$ cat config.mk
export PLATFORM = sky130hd
export DESIGN_NAME = liu_channel_control
export DESIGN_NICKNAME = d
export VERILOG_FILES = /design/src/design/liu_channel_control.v /design/src/design/prbs_engine.v
export VERILOG_INCLUDE_DIRS = /design/src /design/src/shared
export SDC_FILE = /design/constraint.sdc
export NUM_CORES = 1
export LEC_CHECK = 0
export BUFFER_PORTS_ARGS = -buffer_cell sky130_fd_sc_hd__buf_2
export CAP_MARGIN = 20
export CORE_ASPECT_RATIO = 1.1
export CORE_MARGIN = 2
export CORE_UTILIZATION = 40
export DETAILED_ROUTE_END_ITERATION = 8
export GPL_ROUTABILITY_DRIVEN = 1
export PLACE_DENSITY = 0.58
export SLEW_MARGIN = 5
export SYNTH_ARGS = -nofsm -noshare
export SYNTH_HDL_FRONTEND = slang
export SYNTH_SLANG_ARGS = --single-unit
$ cat constraint.sdc
create_clock -name clock -period 21.6 [get_ports clock]
set_input_delay 2.16 -clock clock [delete_from_list [all_inputs] [get_ports clock]]
set_output_delay 2.16 -clock clock [all_outputs]
set_load 0.02 [all_outputs]
$ cat src/shared/liu_rx_prbs_regs.vh
`ifndef LIU_RX_PRBS_REGS_VH
`define LIU_RX_PRBS_REGS_VH

// register offsets of channel 0 and spacing between channels
`define CTRL_BASE        8'h06
`define RXOPT_BASE       8'h05
`define CHANNEL_STRIDE   8'h08

// channel control fields
`define CTRL_RAIL_BIT    0
`define CTRL_STS_BIT     1
`define CTRL_E3_BIT      2
`define CTRL_LLB_BIT     3
`define CTRL_RLB_BIT     4
`define CTRL_PRBS_BIT    5
`define CTRL_RESET       6'h00

// receive options fields
`define RXOPT_EQ_BIT     0
`define RXOPT_MON_BIT    1
`define RXOPT_MUTE_BIT   2
`define RXOPT_CLKINV_BIT 3
`define RXOPT_ALOS_BIT   4
`define RXOPT_DLOS_BIT   5
`define RXOPT_RESET      6'h00

// writable width of both registers; bits 7:6 read as zero
`define REG_LIVE_BITS    6

// pattern checker: matching bits needed before errors are flagged
`define PRBS_SYNC_COUNT  6'h20
// taps of the two sequences
`define PRBS_SHORT_TAP_A 14
`define PRBS_SHORT_TAP_B 13
`define PRBS_LONG_TAP_A  22
`define PRBS_LONG_TAP_B  17
`define PRBS_SEED        23'h000001

`endif

$ cat src/design/liu_channel_control.v
// Contract
// - mute set and LOS: both data outputs low
// - mute clear: data passes during LOS
// - monitor bit selects receive monitor mode
// - bit 0 enables equalizer, resets 0
// - control at 0x06/0x0E/0x16, bits 7:6 zero
// - generator: 2^15-1 DS3/STS-1, 2^23-1 E3
// - enabled checker searches recovered data
// - one bit enables generator and checker
// - rail bit 0: negative pin flags errors
// - pattern replaces system transmit data
// - pattern test only in host mode
// - E3 bit chooses E3, else neighbour bit
`timescale 1ns/1ns
`include "liu_rx_prbs_regs.vh"

module liu_channel_control #(
  parameter CHANNELS = 3
) (
  input  wire                clock,
  input  wire                rst,
  input  wire                hostMode,
  input  wire [7:0]          regAddr,
  input  wire [7:0]          regWrData,
  input  wire                regWrite,
  input  wire                regRead,
  output reg  [7:0]          regRdData,
  input  wire [CHANNELS-1:0] rxPosIn,
  input  wire [CHANNELS-1:0] rxNegIn,
  input  wire [CHANNELS-1:0] lossOfSignal,
  input  wire [CHANNELS-1:0] tx_positive_data_in,
  input  wire [CHANNELS-1:0] tx_negative_data_in,
  output reg  [CHANNELS-1:0] rx_positive_data_out,
  output reg  [CHANNELS-1:0] rx_neg_or_violation_pin,
  output reg  [CHANNELS-1:0] txPosOut,
  output reg  [CHANNELS-1:0] txNegOut,
  output reg  [CHANNELS-1:0] equalizerEnable,
  output reg  [CHANNELS-1:0] monitorMode,
  output reg  [CHANNELS-1:0] e_rate_select,
  output reg  [CHANNELS-1:0] sonet_or_t_rate_select,
  output reg  [CHANNELS-1:0] remote_loop_select,
  output reg  [CHANNELS-1:0] local_loop_select,
  output reg  [CHANNELS-1:0] rail_format_select,
  output reg  [CHANNELS-1:0] pattern_test_enable,
  output reg  [CHANNELS-1:0] patternSynced
);

  wire [8*CHANNELS-1:0] readTerm;
  reg  [7:0]            next_regRdData;
  integer               k;

  genvar ch;
  generate
    for (ch = 0; ch < CHANNELS; ch = ch + 1) begin : chan
      reg  [5:0] ctrl;
      reg  [5:0] rxOpt;
      wire [7:0] ctrlAddr;
      wire [7:0] rxOptAddr;
      wire       testOn;
      wire       genBit;
      wire       errPulse;
      wire       lockBit;
      wire       muteNow;
      wire       ctrlHit;
      wire       rxOptHit;
      localparam integer CTRL_OFFSET  = `CTRL_BASE + ch * `CHANNEL_STRIDE;
      localparam integer RXOPT_OFFSET = `RXOPT_BASE + ch * `CHANNEL_STRIDE;

      //////////////////////////////////////////////////////////////////////
      // address decode for this channel
      assign ctrlAddr  = CTRL_OFFSET[7:0];
      assign rxOptAddr = RXOPT_OFFSET[7:0];
      assign ctrlHit   = regWrite && (regAddr == ctrlAddr);
      assign rxOptHit  = regWrite && (regAddr == rxOptAddr);

      //////////////////////////////////////////////////////////////////////
      // register writes; only low six bits are stored
      always @(posedge clock or posedge rst) begin
        if (rst) begin
          ctrl  <= `CTRL_RESET;
          rxOpt <= `RXOPT_RESET;
        end else begin
          if (ctrlHit) begin
            ctrl <= regWrData[`REG_LIVE_BITS-1:0];
          end
          if (rxOptHit) begin
            rxOpt <= regWrData[`REG_LIVE_BITS-1:0];
          end
        end
      end

      //////////////////////////////////////////////////////////////////////
      // read terms, upper two bits always zero
      assign readTerm[8*ch +: 8] =
        (regAddr == ctrlAddr)  ? {2'b00, ctrl} :
        (regAddr == rxOptAddr) ? {2'b00, rxOpt} : 8'h00;

      //////////////////////////////////////////////////////////////////////
      // pattern test is gated by host mode
      assign testOn  = ctrl[`CTRL_PRBS_BIT] & hostMode;
      assign muteNow = rxOpt[`RXOPT_MUTE_BIT] & lossOfSignal[ch];

      prbs_engine engine (
        .clock      (clock),
        .rst        (rst),
        .enable     (testOn),
        .longMode   (ctrl[`CTRL_E3_BIT]),
        .rxBit      (rxPosIn[ch]),
        .txBit      (genBit),
        .errorPulse (errPulse),
        .synced     (lockBit)
      );

      //////////////////////////////////////////////////////////////////////
      // positive receive output; forced low while muted
      always @(posedge clock or posedge rst) begin
        if (rst) begin
          rx_positive_data_out[ch] <= 1'b0;
        end else if (muteNow) begin
          rx_positive_data_out[ch] <= 1'b0;
        end else begin
          rx_positive_data_out[ch] <= rxPosIn[ch];
        end
      end

      //////////////////////////////////////////////////////////////////////
      // negative receive output; mute wins over the error indicator
      always @(posedge clock or posedge rst) begin
        if (rst) begin
          rx_neg_or_violation_pin[ch] <= 1'b0;
        end else if (muteNow) begin
          rx_neg_or_violation_pin[ch] <= 1'b0;
        end else if (testOn && !ctrl[`CTRL_RAIL_BIT]) begin
          rx_neg_or_violation_pin[ch] <= errPulse;
        end else begin
          rx_neg_or_violation_pin[ch] <= rxNegIn[ch];
        end
      end

      //////////////////////////////////////////////////////////////////////
      // transmit path: pattern overrides system data
      always @(posedge clock or posedge rst) begin
        if (rst) begin
          txPosOut[ch] <= 1'b0;
          txNegOut[ch] <= 1'b0;
        end else if (testOn) begin
          txPosOut[ch] <= genBit;
          txNegOut[ch] <= 1'b0;
        end else begin
          txPosOut[ch] <= tx_positive_data_in[ch];
          txNegOut[ch] <= tx_negative_data_in[ch];
        end
      end

      //////////////////////////////////////////////////////////////////////
      // receive options to the analog front end
      always @(posedge clock or posedge rst) begin
        if (rst) begin
          equalizerEnable[ch] <= 1'b0;
          monitorMode[ch]     <= 1'b0;
        end else begin
          equalizerEnable[ch] <= rxOpt[`RXOPT_EQ_BIT];
          monitorMode[ch]     <= rxOpt[`RXOPT_MON_BIT];
        end
      end

      //////////////////////////////////////////////////////////////////////
      // rate selects; the E3 bit hides the neighbouring bit
      always @(posedge clock or posedge rst) begin
        if (rst) begin
          e_rate_select[ch]          <= 1'b0;
          sonet_or_t_rate_select[ch] <= 1'b0;
        end else begin
          e_rate_select[ch]          <= ctrl[`CTRL_E3_BIT];
          sonet_or_t_rate_select[ch] <= ctrl[`CTRL_E3_BIT] ? 1'b0 : ctrl[`CTRL_STS_BIT];
        end
      end

      //////////////////////////////////////////////////////////////////////
      // loopback and rail format selects, plain copies of the bits
      always @(posedge clock or posedge rst) begin
        if (rst) begin
          remote_loop_select[ch] <= 1'b0;
          local_loop_select[ch]  <= 1'b0;
          rail_format_select[ch] <= 1'b0;
        end else begin
          remote_loop_select[ch] <= ctrl[`CTRL_RLB_BIT];
          local_loop_select[ch]  <= ctrl[`CTRL_LLB_BIT];
          rail_format_select[ch] <= ctrl[`CTRL_RAIL_BIT];
        end
      end

      //////////////////////////////////////////////////////////////////////
      // pattern test status seen by the system side
      always @(posedge clock or posedge rst) begin
        if (rst) begin
          pattern_test_enable[ch] <= 1'b0;
          patternSynced[ch]       <= 1'b0;
        end else begin
          pattern_test_enable[ch] <= testOn;
          patternSynced[ch]       <= lockBit;
        end
      end
    end
  endgenerate

  ////////////////////////////////////////////////////////////////////////////
  // read mux; unmapped addresses read zero
  always @* begin
    next_regRdData = 8'h00;
    for (k = 0; k < CHANNELS; k = k + 1) begin
      next_regRdData = next_regRdData | readTerm[8*k +: 8];
    end
  end

  always @(posedge clock or posedge rst) begin
    if (rst) begin
      regRdData <= 8'h00;
    end else if (regRead) begin
      regRdData <= next_regRdData;
    end
  end

endmodule

$ cat src/design/prbs_engine.v
`timescale 1ns/1ns
`include "liu_rx_prbs_regs.vh"

module prbs_engine (
  input  wire clock,
  input  wire rst,
  input  wire enable,
  input  wire longMode,
  input  wire rxBit,
  output reg  txBit,
  output reg  errorPulse,
  output reg  synced
);

  reg  [22:0] gen;
  reg  [22:0] chk;
  reg  [5:0]  goodCount;
  reg         lastMode;
  wire        genFeedback;
  wire        predicted;
  wire        mismatch;

  ////////////////////////////////////////////////////////////////////////////
  // feedback: 15-stage x^15+x^14+1, 23-stage x^23+x^18+1
  assign genFeedback = longMode ? (gen[`PRBS_LONG_TAP_A] ^ gen[`PRBS_LONG_TAP_B])
                                : (gen[`PRBS_SHORT_TAP_A] ^ gen[`PRBS_SHORT_TAP_B]);
  assign predicted   = longMode ? (chk[`PRBS_LONG_TAP_A] ^ chk[`PRBS_LONG_TAP_B])
                                : (chk[`PRBS_SHORT_TAP_A] ^ chk[`PRBS_SHORT_TAP_B]);
  assign mismatch    = rxBit ^ predicted;

  ////////////////////////////////////////////////////////////////////////////
  // generator; held at a nonzero seed while off to avoid lock-up
  always @(posedge clock or posedge rst) begin
    if (rst) begin
      gen   <= `PRBS_SEED;
      txBit <= 1'b0;
    end else if (!enable) begin
      gen   <= `PRBS_SEED;
      txBit <= 1'b0;
    end else begin
      gen   <= {gen[21:0], genFeedback};
      txBit <= genFeedback;
    end
  end

  ////////////////////////////////////////////////////////////////////////////
  // checker: self-synchronising, flags errors only once locked
  always @(posedge clock or posedge rst) begin
    if (rst) begin
      chk        <= 23'h000000;
      goodCount  <= 6'h00;
      synced     <= 1'b0;
      errorPulse <= 1'b0;
      lastMode   <= 1'b0;
    end else begin
      chk        <= {chk[21:0], rxBit};
      lastMode   <= longMode;
      errorPulse <= 1'b0;
      if (!enable || (lastMode != longMode)) begin
        goodCount <= 6'h00; // rate change forces a new search
        synced    <= 1'b0;
      end else if (!synced) begin
        if (mismatch) begin
          goodCount <= 6'h00;
        end else if (goodCount == `PRBS_SYNC_COUNT - 6'h01) begin
          synced <= 1'b1;
        end else begin
          goodCount <= goodCount + 6'h01;
        end
      end else begin
        errorPulse <= mismatch; // one pulse per mismatched bit, so one line error gives three
      end
    end
  end

endmodule

# Word-level counts from Yosys, hierarchy flattened

Cells that the tools add are included.

Output and inout bits: 47
Word-level logic and storage cells: 195
Register bits after elaboration: 248
Bits of input ports: 36

Bitwise logic cells: 23
Eq/ne operators: 18
Muxes and demuxes: 66
Add/subtract/negate cells: 3
Reductions and logical operators: 21

Operators with widths:

| operator                                               | number |
|---|---|
| 2-to-1 mux 6 bit                                       | 18 |
| 2-to-1 mux 23 bit                                      | 3 |
| 2-to-1 mux 1 bit                                       | 45 |
| adder 6 x 1 -> 6 bit (second input constant)           | 3 |
| equality test 6 x 5 -> 1 bit (second input constant)   | 3 |
| equality test 8 x 3 -> 1 bit (second input constant)   | 2 |
| equality test 8 x 4 -> 1 bit (second input constant)   | 2 |
| equality test 8 x 5 -> 1 bit (second input constant)   | 2 |
| bitwise XOR 1 bit                                      | 15 |
| OR 6 bit                                               | 2 |
| logical AND 1 bit                                      | 9 |
| inequality test 3 x 1 -> 1 bit (second input constant) | 3 |
| bitwise AND 1 bit                                      | 6 |
| logical NOT 1 bit                                      | 6 |
| inequality test 2 bit (second input constant)          | 3 |
| AND reduction 2 bit                                    | 3 |
| logical OR 1 bit                                       | 3 |
| inequality test 1 bit                                  | 3 |

# Longest topological paths before layout

Depth in word-level cells: 6
Mapped depth: 6
Mapped depth without buffers: 5

# By module

A second synthesis with hierarchy kept.

Cell total of the unflattened synthesis: 628
Area, all modules: 8918.6 µm²

Modules (own cells, without submodules):

| module              | area each (µm²) | cells each | sequential area each (µm²) | instances |
|---|---|---|---|---|
| prbs_engine         | 1940.6          | 138        | 1402.6                     | 3 |
| liu_channel_control | 3096.7          | 214        | 2026.9                     | 1 |

# Worst setup path before layout

OpenSTA, ideal clock, no wires.

Path type: input -> register
From: input port regAddr[5]
To: register chan[0].rxOpt[1]
Path buffers: 0
Setup time: 0.125 ns
Data arrival time: 3.230 ns
Stages on the path: 4
Setup slack: 18.245 ns
Cells stage by stage: nor3_4 -> nand3b_4 -> nor4_4 -> mux2_2

Cells in the longest elaborated chain, start to end: 2

Ends and longest elaborated chain:

| what                         | RTL line                 | source |
|---|---|---|
| start, declared              | liu_channel_control.v:23 | `input wire [7:0] regAddr,` |
| equality test 8 x 3 -> 1 bit | liu_channel_control.v:74 | `assign rxOptHit = regWrite && (regAddr == rxOptAddr);` |
| logical AND 1 bit            | liu_channel_control.v:74 |  |
| end signal, assigned         | liu_channel_control.v:81 | `` rxOpt <= `RXOPT_RESET; `` |
| end signal, assigned         | liu_channel_control.v:87 | `` rxOpt <= regWrData[`REG_LIVE_BITS-1:0]; `` |
| end, declared                | liu_channel_control.v:56 | `reg [5:0] rxOpt;` |

Every way passes these cells.
A chain may end at the register's enable or synchronous reset.

# Worst setup path after layout

From: input port hostMode
To: register chan[2].engine.errorPulse

Cells in the longest elaborated chain, start to end: 4

Ends and longest elaborated chain:

| what                      | RTL line                  | source |
|---|---|---|
| start, declared           | liu_channel_control.v:22  | `input wire hostMode,` |
| bitwise AND 1 bit         | liu_channel_control.v:100 | `` assign testOn = ctrl[`CTRL_PRBS_BIT] & hostMode; `` |
| net chan[2].engine.enable | prbs_engine.v:7           | `input wire enable,` |
| logical NOT 1 bit         | n/a                       |  |
| logical OR 1 bit          | prbs_engine.v:59          | `if (!enable \|\| (lastMode != longMode)) begin` |
| 2-to-1 mux 1 bit          | prbs_engine.v:59          |  |
| end signal, assigned      | prbs_engine.v:71          | `errorPulse <= mismatch;` |
| end, declared             | prbs_engine.v:11          | `output reg errorPulse,` |

The timed path passes the listed nets, and every way through them passes these cells.

==> results by stage <==
Place:
- Buffers placed on the I/O ports in this run total 78.
- At the placement stage, the worst setup path has a slack of 17,300 ps.
- The estimated wirelength of the detail-placed design is between 10,000 and 15,000 µm.
- The instance area at placement is ~9400 µm².
- Routability-driven placement finished with a final weighted congestion of between 0.7 and 0.8.

STA:
- The highest achievable clock rate is 283 MHz.
- The slew at the pin closest to its max-slew limit is 942 ps.
- Of the available clock period, the critical path in the final layout requires approximately 16%.
- The final max-slew violation count was 0.
- The final hold violation count is 0.
- Setup violations remaining at the end of the flow were counted as 0.
- The worst max-slew margin expressed relative to the limit is roughly 35%.
- Summed over all failing endpoints, the final setup total negative slack is 0 ps.
- Setup repair after global routing left no endpoint under its margin.
- In the post-route analysis, the smallest setup slack over all paths is 18,060 ps.
- For the final database, setup skew stands at approximately 17 ps.
- The routed design could run at a clock period as short as 3540 ps.

Floorplanning:
- The floorplan has 57 rows.
- The die area is 23,300 µm².
- The core area is 21,900 µm².
- During I/O placement, the number of pins put on the boundary was slightly above 80.
- The horizontal die dimension is about 150 µm.
- The floorplan step set the die height to 160 µm.
- For this configuration, the core starts out at a cell density of 40.4%.

CTS:
- Post-CTS timing repair inserted 0 buffers for setup.
- The clock tree from TritonCTS is built.
- The clock sink count is 246.
- TritonCTS created 25 clock buffers.
- The tree is rooted in a sky130_fd_sc_hd__clkbuf_16.
- The number of cells upsized or downsized after cts is 0.
- After clock tree synthesis, the clock-pin slew on the worst setup and hold paths is 60 ps.
- The later pin in the worst-skew pair is clocked with a latency of slightly above 500 ps.
- The number of hold buffers added after CTS was 0.
- No sink is reached through more buffers than the 3 on the longest clock path.
- The number of levels in the clock H-tree is 1.

GRT:
- The number of antenna violations at the first check in global routing is 0.
- Summed over all layers, the global routing overflow is 0.
- The via count of the first global-routing pass is around 5,400.
- The first global-routing pass estimated ~28,000 µm of wire.
- The maximum number of pins on one net before global-route repair is 156.
- The combined global-route utilization of all metal layers is approximately 15%.

Layout:
- The relative area change from synthesis to final layout is 17.2%.
- Cells with a size suffix above 1 make up 24.6% of the layout.
- After routing the design area is between 10,000 and 15,000 µm².
- The final layout net count is 745.
- The count of inserted antenna diode cells is 0.
- For this run, the share of the core covered by cells in the final layout is 47.3%.

Power:
- The portion of total power attributed to sequential cells is 49.9%.
- In this run switching power makes up between 20% and 30% of total power.
- The portion of total power attributed to combinational logic is 4.5%.
- The internal portion of total power is 0.761 mW.
- The power share of the clock group is 45.7%.
- The worst-case vdd ir drop is slightly above 0.00005 V.
- Power spread over the standard cell area amounts to 93.5 nW/µm².
- The power spent charging and discharging nets is 0.207 mW.
- Summed over all cells, the static leakage comes to slightly above 5 nW.

Logic synthesis:
- The mean area per synthesized cell is 14.0 µm².
- The most common flop cell mapped by yosys is sky130_fd_sc_hd__dfrtp_1.
- The number of enable flip-flop cells after synthesis is 0.
- The post-synth design cell area is between 8000 and 9000 µm².
- For this run, the number of Yosys warnings is 0.
- The share of the Yosys chip area taken by registers is between 60% and 70%.
- In this run, synthesis produced a sequential element count of 246.
- After technology mapping, the gate count stands at 633.
- The post-synthesis async set-or-reset flop share is 100%.
- In this run, distinct cell masters in the synthesized netlist total between 50 and 60.

Critical path:
- The setup check on the worst reg-to-reg path leaves a slack of 19,520 ps.
- The kind of critical path is input pin to flop.
- The worst setup path is launched from an input pin.
- The endpoint arrival time on the critical path is 3910 ps.
- The endpoint of the lowest-slack register-to-register path is chan[1].engine.goodCount[4].
- The data required time of the worst path is 21,970 ps.
- The source of the worst register-to-register timing path is chan[1].ctrl[2].
- STA classifies the critical path endpoint as a flop.
- The critical-path maximum fanout is 69.
- The count of cells along the worst register-to-register path is 4.

Route:
- The initial DRC count is 313.
- The total routed wire length on the met1 layer is 7690 µm.
- The total routed wirelength is 16,700 µm.
- The total iterations of the first detailed-routing run is 4.
- The routed length on met2 is ~8000 µm.
- Detailed routing placed a total of 781 µm of wire on met3.
- The detail-routed net length per standard cell is 16.4 µm.
- The via count normalized by instance count is 5.14.
- In this run the remaining antenna-violating nets after routing total 0.
- The via total after detailed routing is 5,230.
- The highest metal layer carrying signal wires in the routed design is met4.
- After detailed routing, the number of remaining DRC violations is 0.

Worst hold path:
- The number of cells traversed by the worst hold path is 0.
- The tightest min-delay check is of the flop to flop type.
- The worst hold path terminates at chan[2].engine.chk[6].
- The worst min-delay path startpoint is chan[2].engine.chk[5].

Status:
- The run finished with clean final reports.

Job:
- The max-capacitance violation count is 0.
==> routing by layer <==
metal  GRT usage (%)  vias up
met5               0        -
met4            3.83        0
met3            3.03       30
met2            23.2      132
met1            20.7     2684
li1                -     2384
==> Yosys cell counts, drive strengths merged, types with 3 or more instances <==
cell	number	area, µm²
dfrtp	243	6080
and3	66	413
mux2	44	495
nand2	28	105
buf	21	118
nor2	21	78.8
a21oi	18	90.1
inv	16	60.1
clkbuf	15	56.3
nor2b	12	75.1
o211ai	12	90.1
xnor2	12	105
a31oi	10	62.6
nand4	9	56.3
a22oi	8	60.1
nor3	8	73.8
mux2i	7	73.8
nand2b	6	37.5
o21ai	6	30.0
o22ai	6	37.5
a211oi	5	37.5
a221oi	5	43.8
nor4	5	61.3
and2	4	25.0
a21boi	3	22.5
a22o	3	26.3
a32o	3	30.0
a41oi	3	26.3
and4bb	3	37.5
dfstp	3	78.8
ha	3	37.5
nand3	3	15.0
nand3b	3	35.0
o32ai	3	26.3
xor2	3	26.3
==> state kept, by name (all words and copies together) (netlist names), 6 cells and up <==
register and count:
chan.engine.chk 69, chan.rxOpt 18, regRdData 6, chan.engine.gen 69
chan.ctrl 18, chan.engine.goodCount 18
==> power by group through the flow <==
stage | combinational (mW) | sequential [mW] | clock (mW)
finish | 0.0433 | 0.483 | 0.442
detailed placement | 0.0428 | 0.491 | 0
global placement | 0.0414 | 0.491 | 0
global route | 0.0483 | 0.484 | 0.476
CTS | 0.0430 | 0.483 | 0.454
floorplan | 0.0272 | 0.491 | 0
==> placed cells by master (no fill, tap or decap), drive strengths merged, types with 3 or more instances in the layout <==
| cell | netlist | layout |
|---|---|---|
| a211oi | 5 | 5 |
| a21boi | 3 | 3 |
| a21oi | 18 | 18 |
| a221oi | 5 | 5 |
| a22o | 3 | 3 |
| a22oi | 8 | 8 |
| a31oi | 10 | 10 |
| a32o | 3 | 3 |
| a41oi | 3 | 3 |
| and2 | 4 | 4 |
| and3 | 66 | 66 |
| and4bb | 3 | 3 |
| buf | 21 | 81 |
| bufinv | 0 | 3 |
| clkbuf | 15 | 36 |
| clkinv | 0 | 3 |
| dfrtp | 243 | 243 |
| dfstp | 3 | 3 |
| ha | 3 | 3 |
| inv | 16 | 17 |
| mux2 | 44 | 44 |
| mux2i | 7 | 7 |
| nand2 | 28 | 28 |
| nand2b | 6 | 6 |
| nand3 | 3 | 3 |
| nand3b | 3 | 3 |
| nand4 | 9 | 9 |
| nor2 | 21 | 21 |
| nor2b | 12 | 12 |
| nor3 | 8 | 8 |
| nor4 | 5 | 5 |
| o211ai | 12 | 12 |
| o21ai | 6 | 6 |
| o22ai | 6 | 6 |
| o32ai | 3 | 3 |
| xnor2 | 12 | 12 |
| xor2 | 3 | 3 |
==> per-stage QoR <==
step / hold WS, ps / cells / power, mW
floorplan: 331 / 634 / 0.518
detailed placement: 335 / 972 / 0.534
CTS: 340 / 1016 / 0.980
finish: 340 / 1018 / 0.968
global route: 355 / 1018 / 1.01
global placement: 332 / 972 / 0.532
==> final cells by class <==
type / instances / area [µm²]
Fill cell: 1927 / 11500
Clock buffer: 36 / 737
Sequential cell: 246 / 6160
Timing Repair Buffer: 81 / 453
Clock inverter: 8 / 121
Tap cell: 295 / 369
Inverter: 16 / 67.6
Multi-Input combinational cell: 336 / 2440
==> worst max path at each step <==
stage	start	to	slack, ps
global route	hostMode	chan[2].engine.errorPulse	17870
global placement	rst	chan[0].engine.chk[5]	17410
detailed placement	rst	chan[0].engine.chk[5]	17300
finish	hostMode	chan[2].engine.errorPulse	18060
floorplan	rst	chan[0].ctrl[0]	12690
CTS	rst	chan[2].rxOpt[1]	17840
==> critical path, stage by stage <==
cell                      delay (ps)
sky130_fd_sc_hd__buf_2           630
sky130_fd_sc_hd__nand2_1         290
sky130_fd_sc_hd__inv_1           190
sky130_fd_sc_hd__nand2_1         210
sky130_fd_sc_hd__nor4_1          410
==> kinds of logic (layout without fill, tap and decap cells) <==
group           Yosys count  after routing  share of synthesized area (%)
mux                      51             51                           6.44
xor+xnor                 15             15                           1.49
fa+ha+maj                 3              3                          0.425
compound gates           92             92                           7.31
simple gates            173            173                           11.9
buf+inv                  52            141                           2.65
other cells               1              2                         0.0424
flops                   246            246                           69.7
Power figures use the tool's default switching activity.
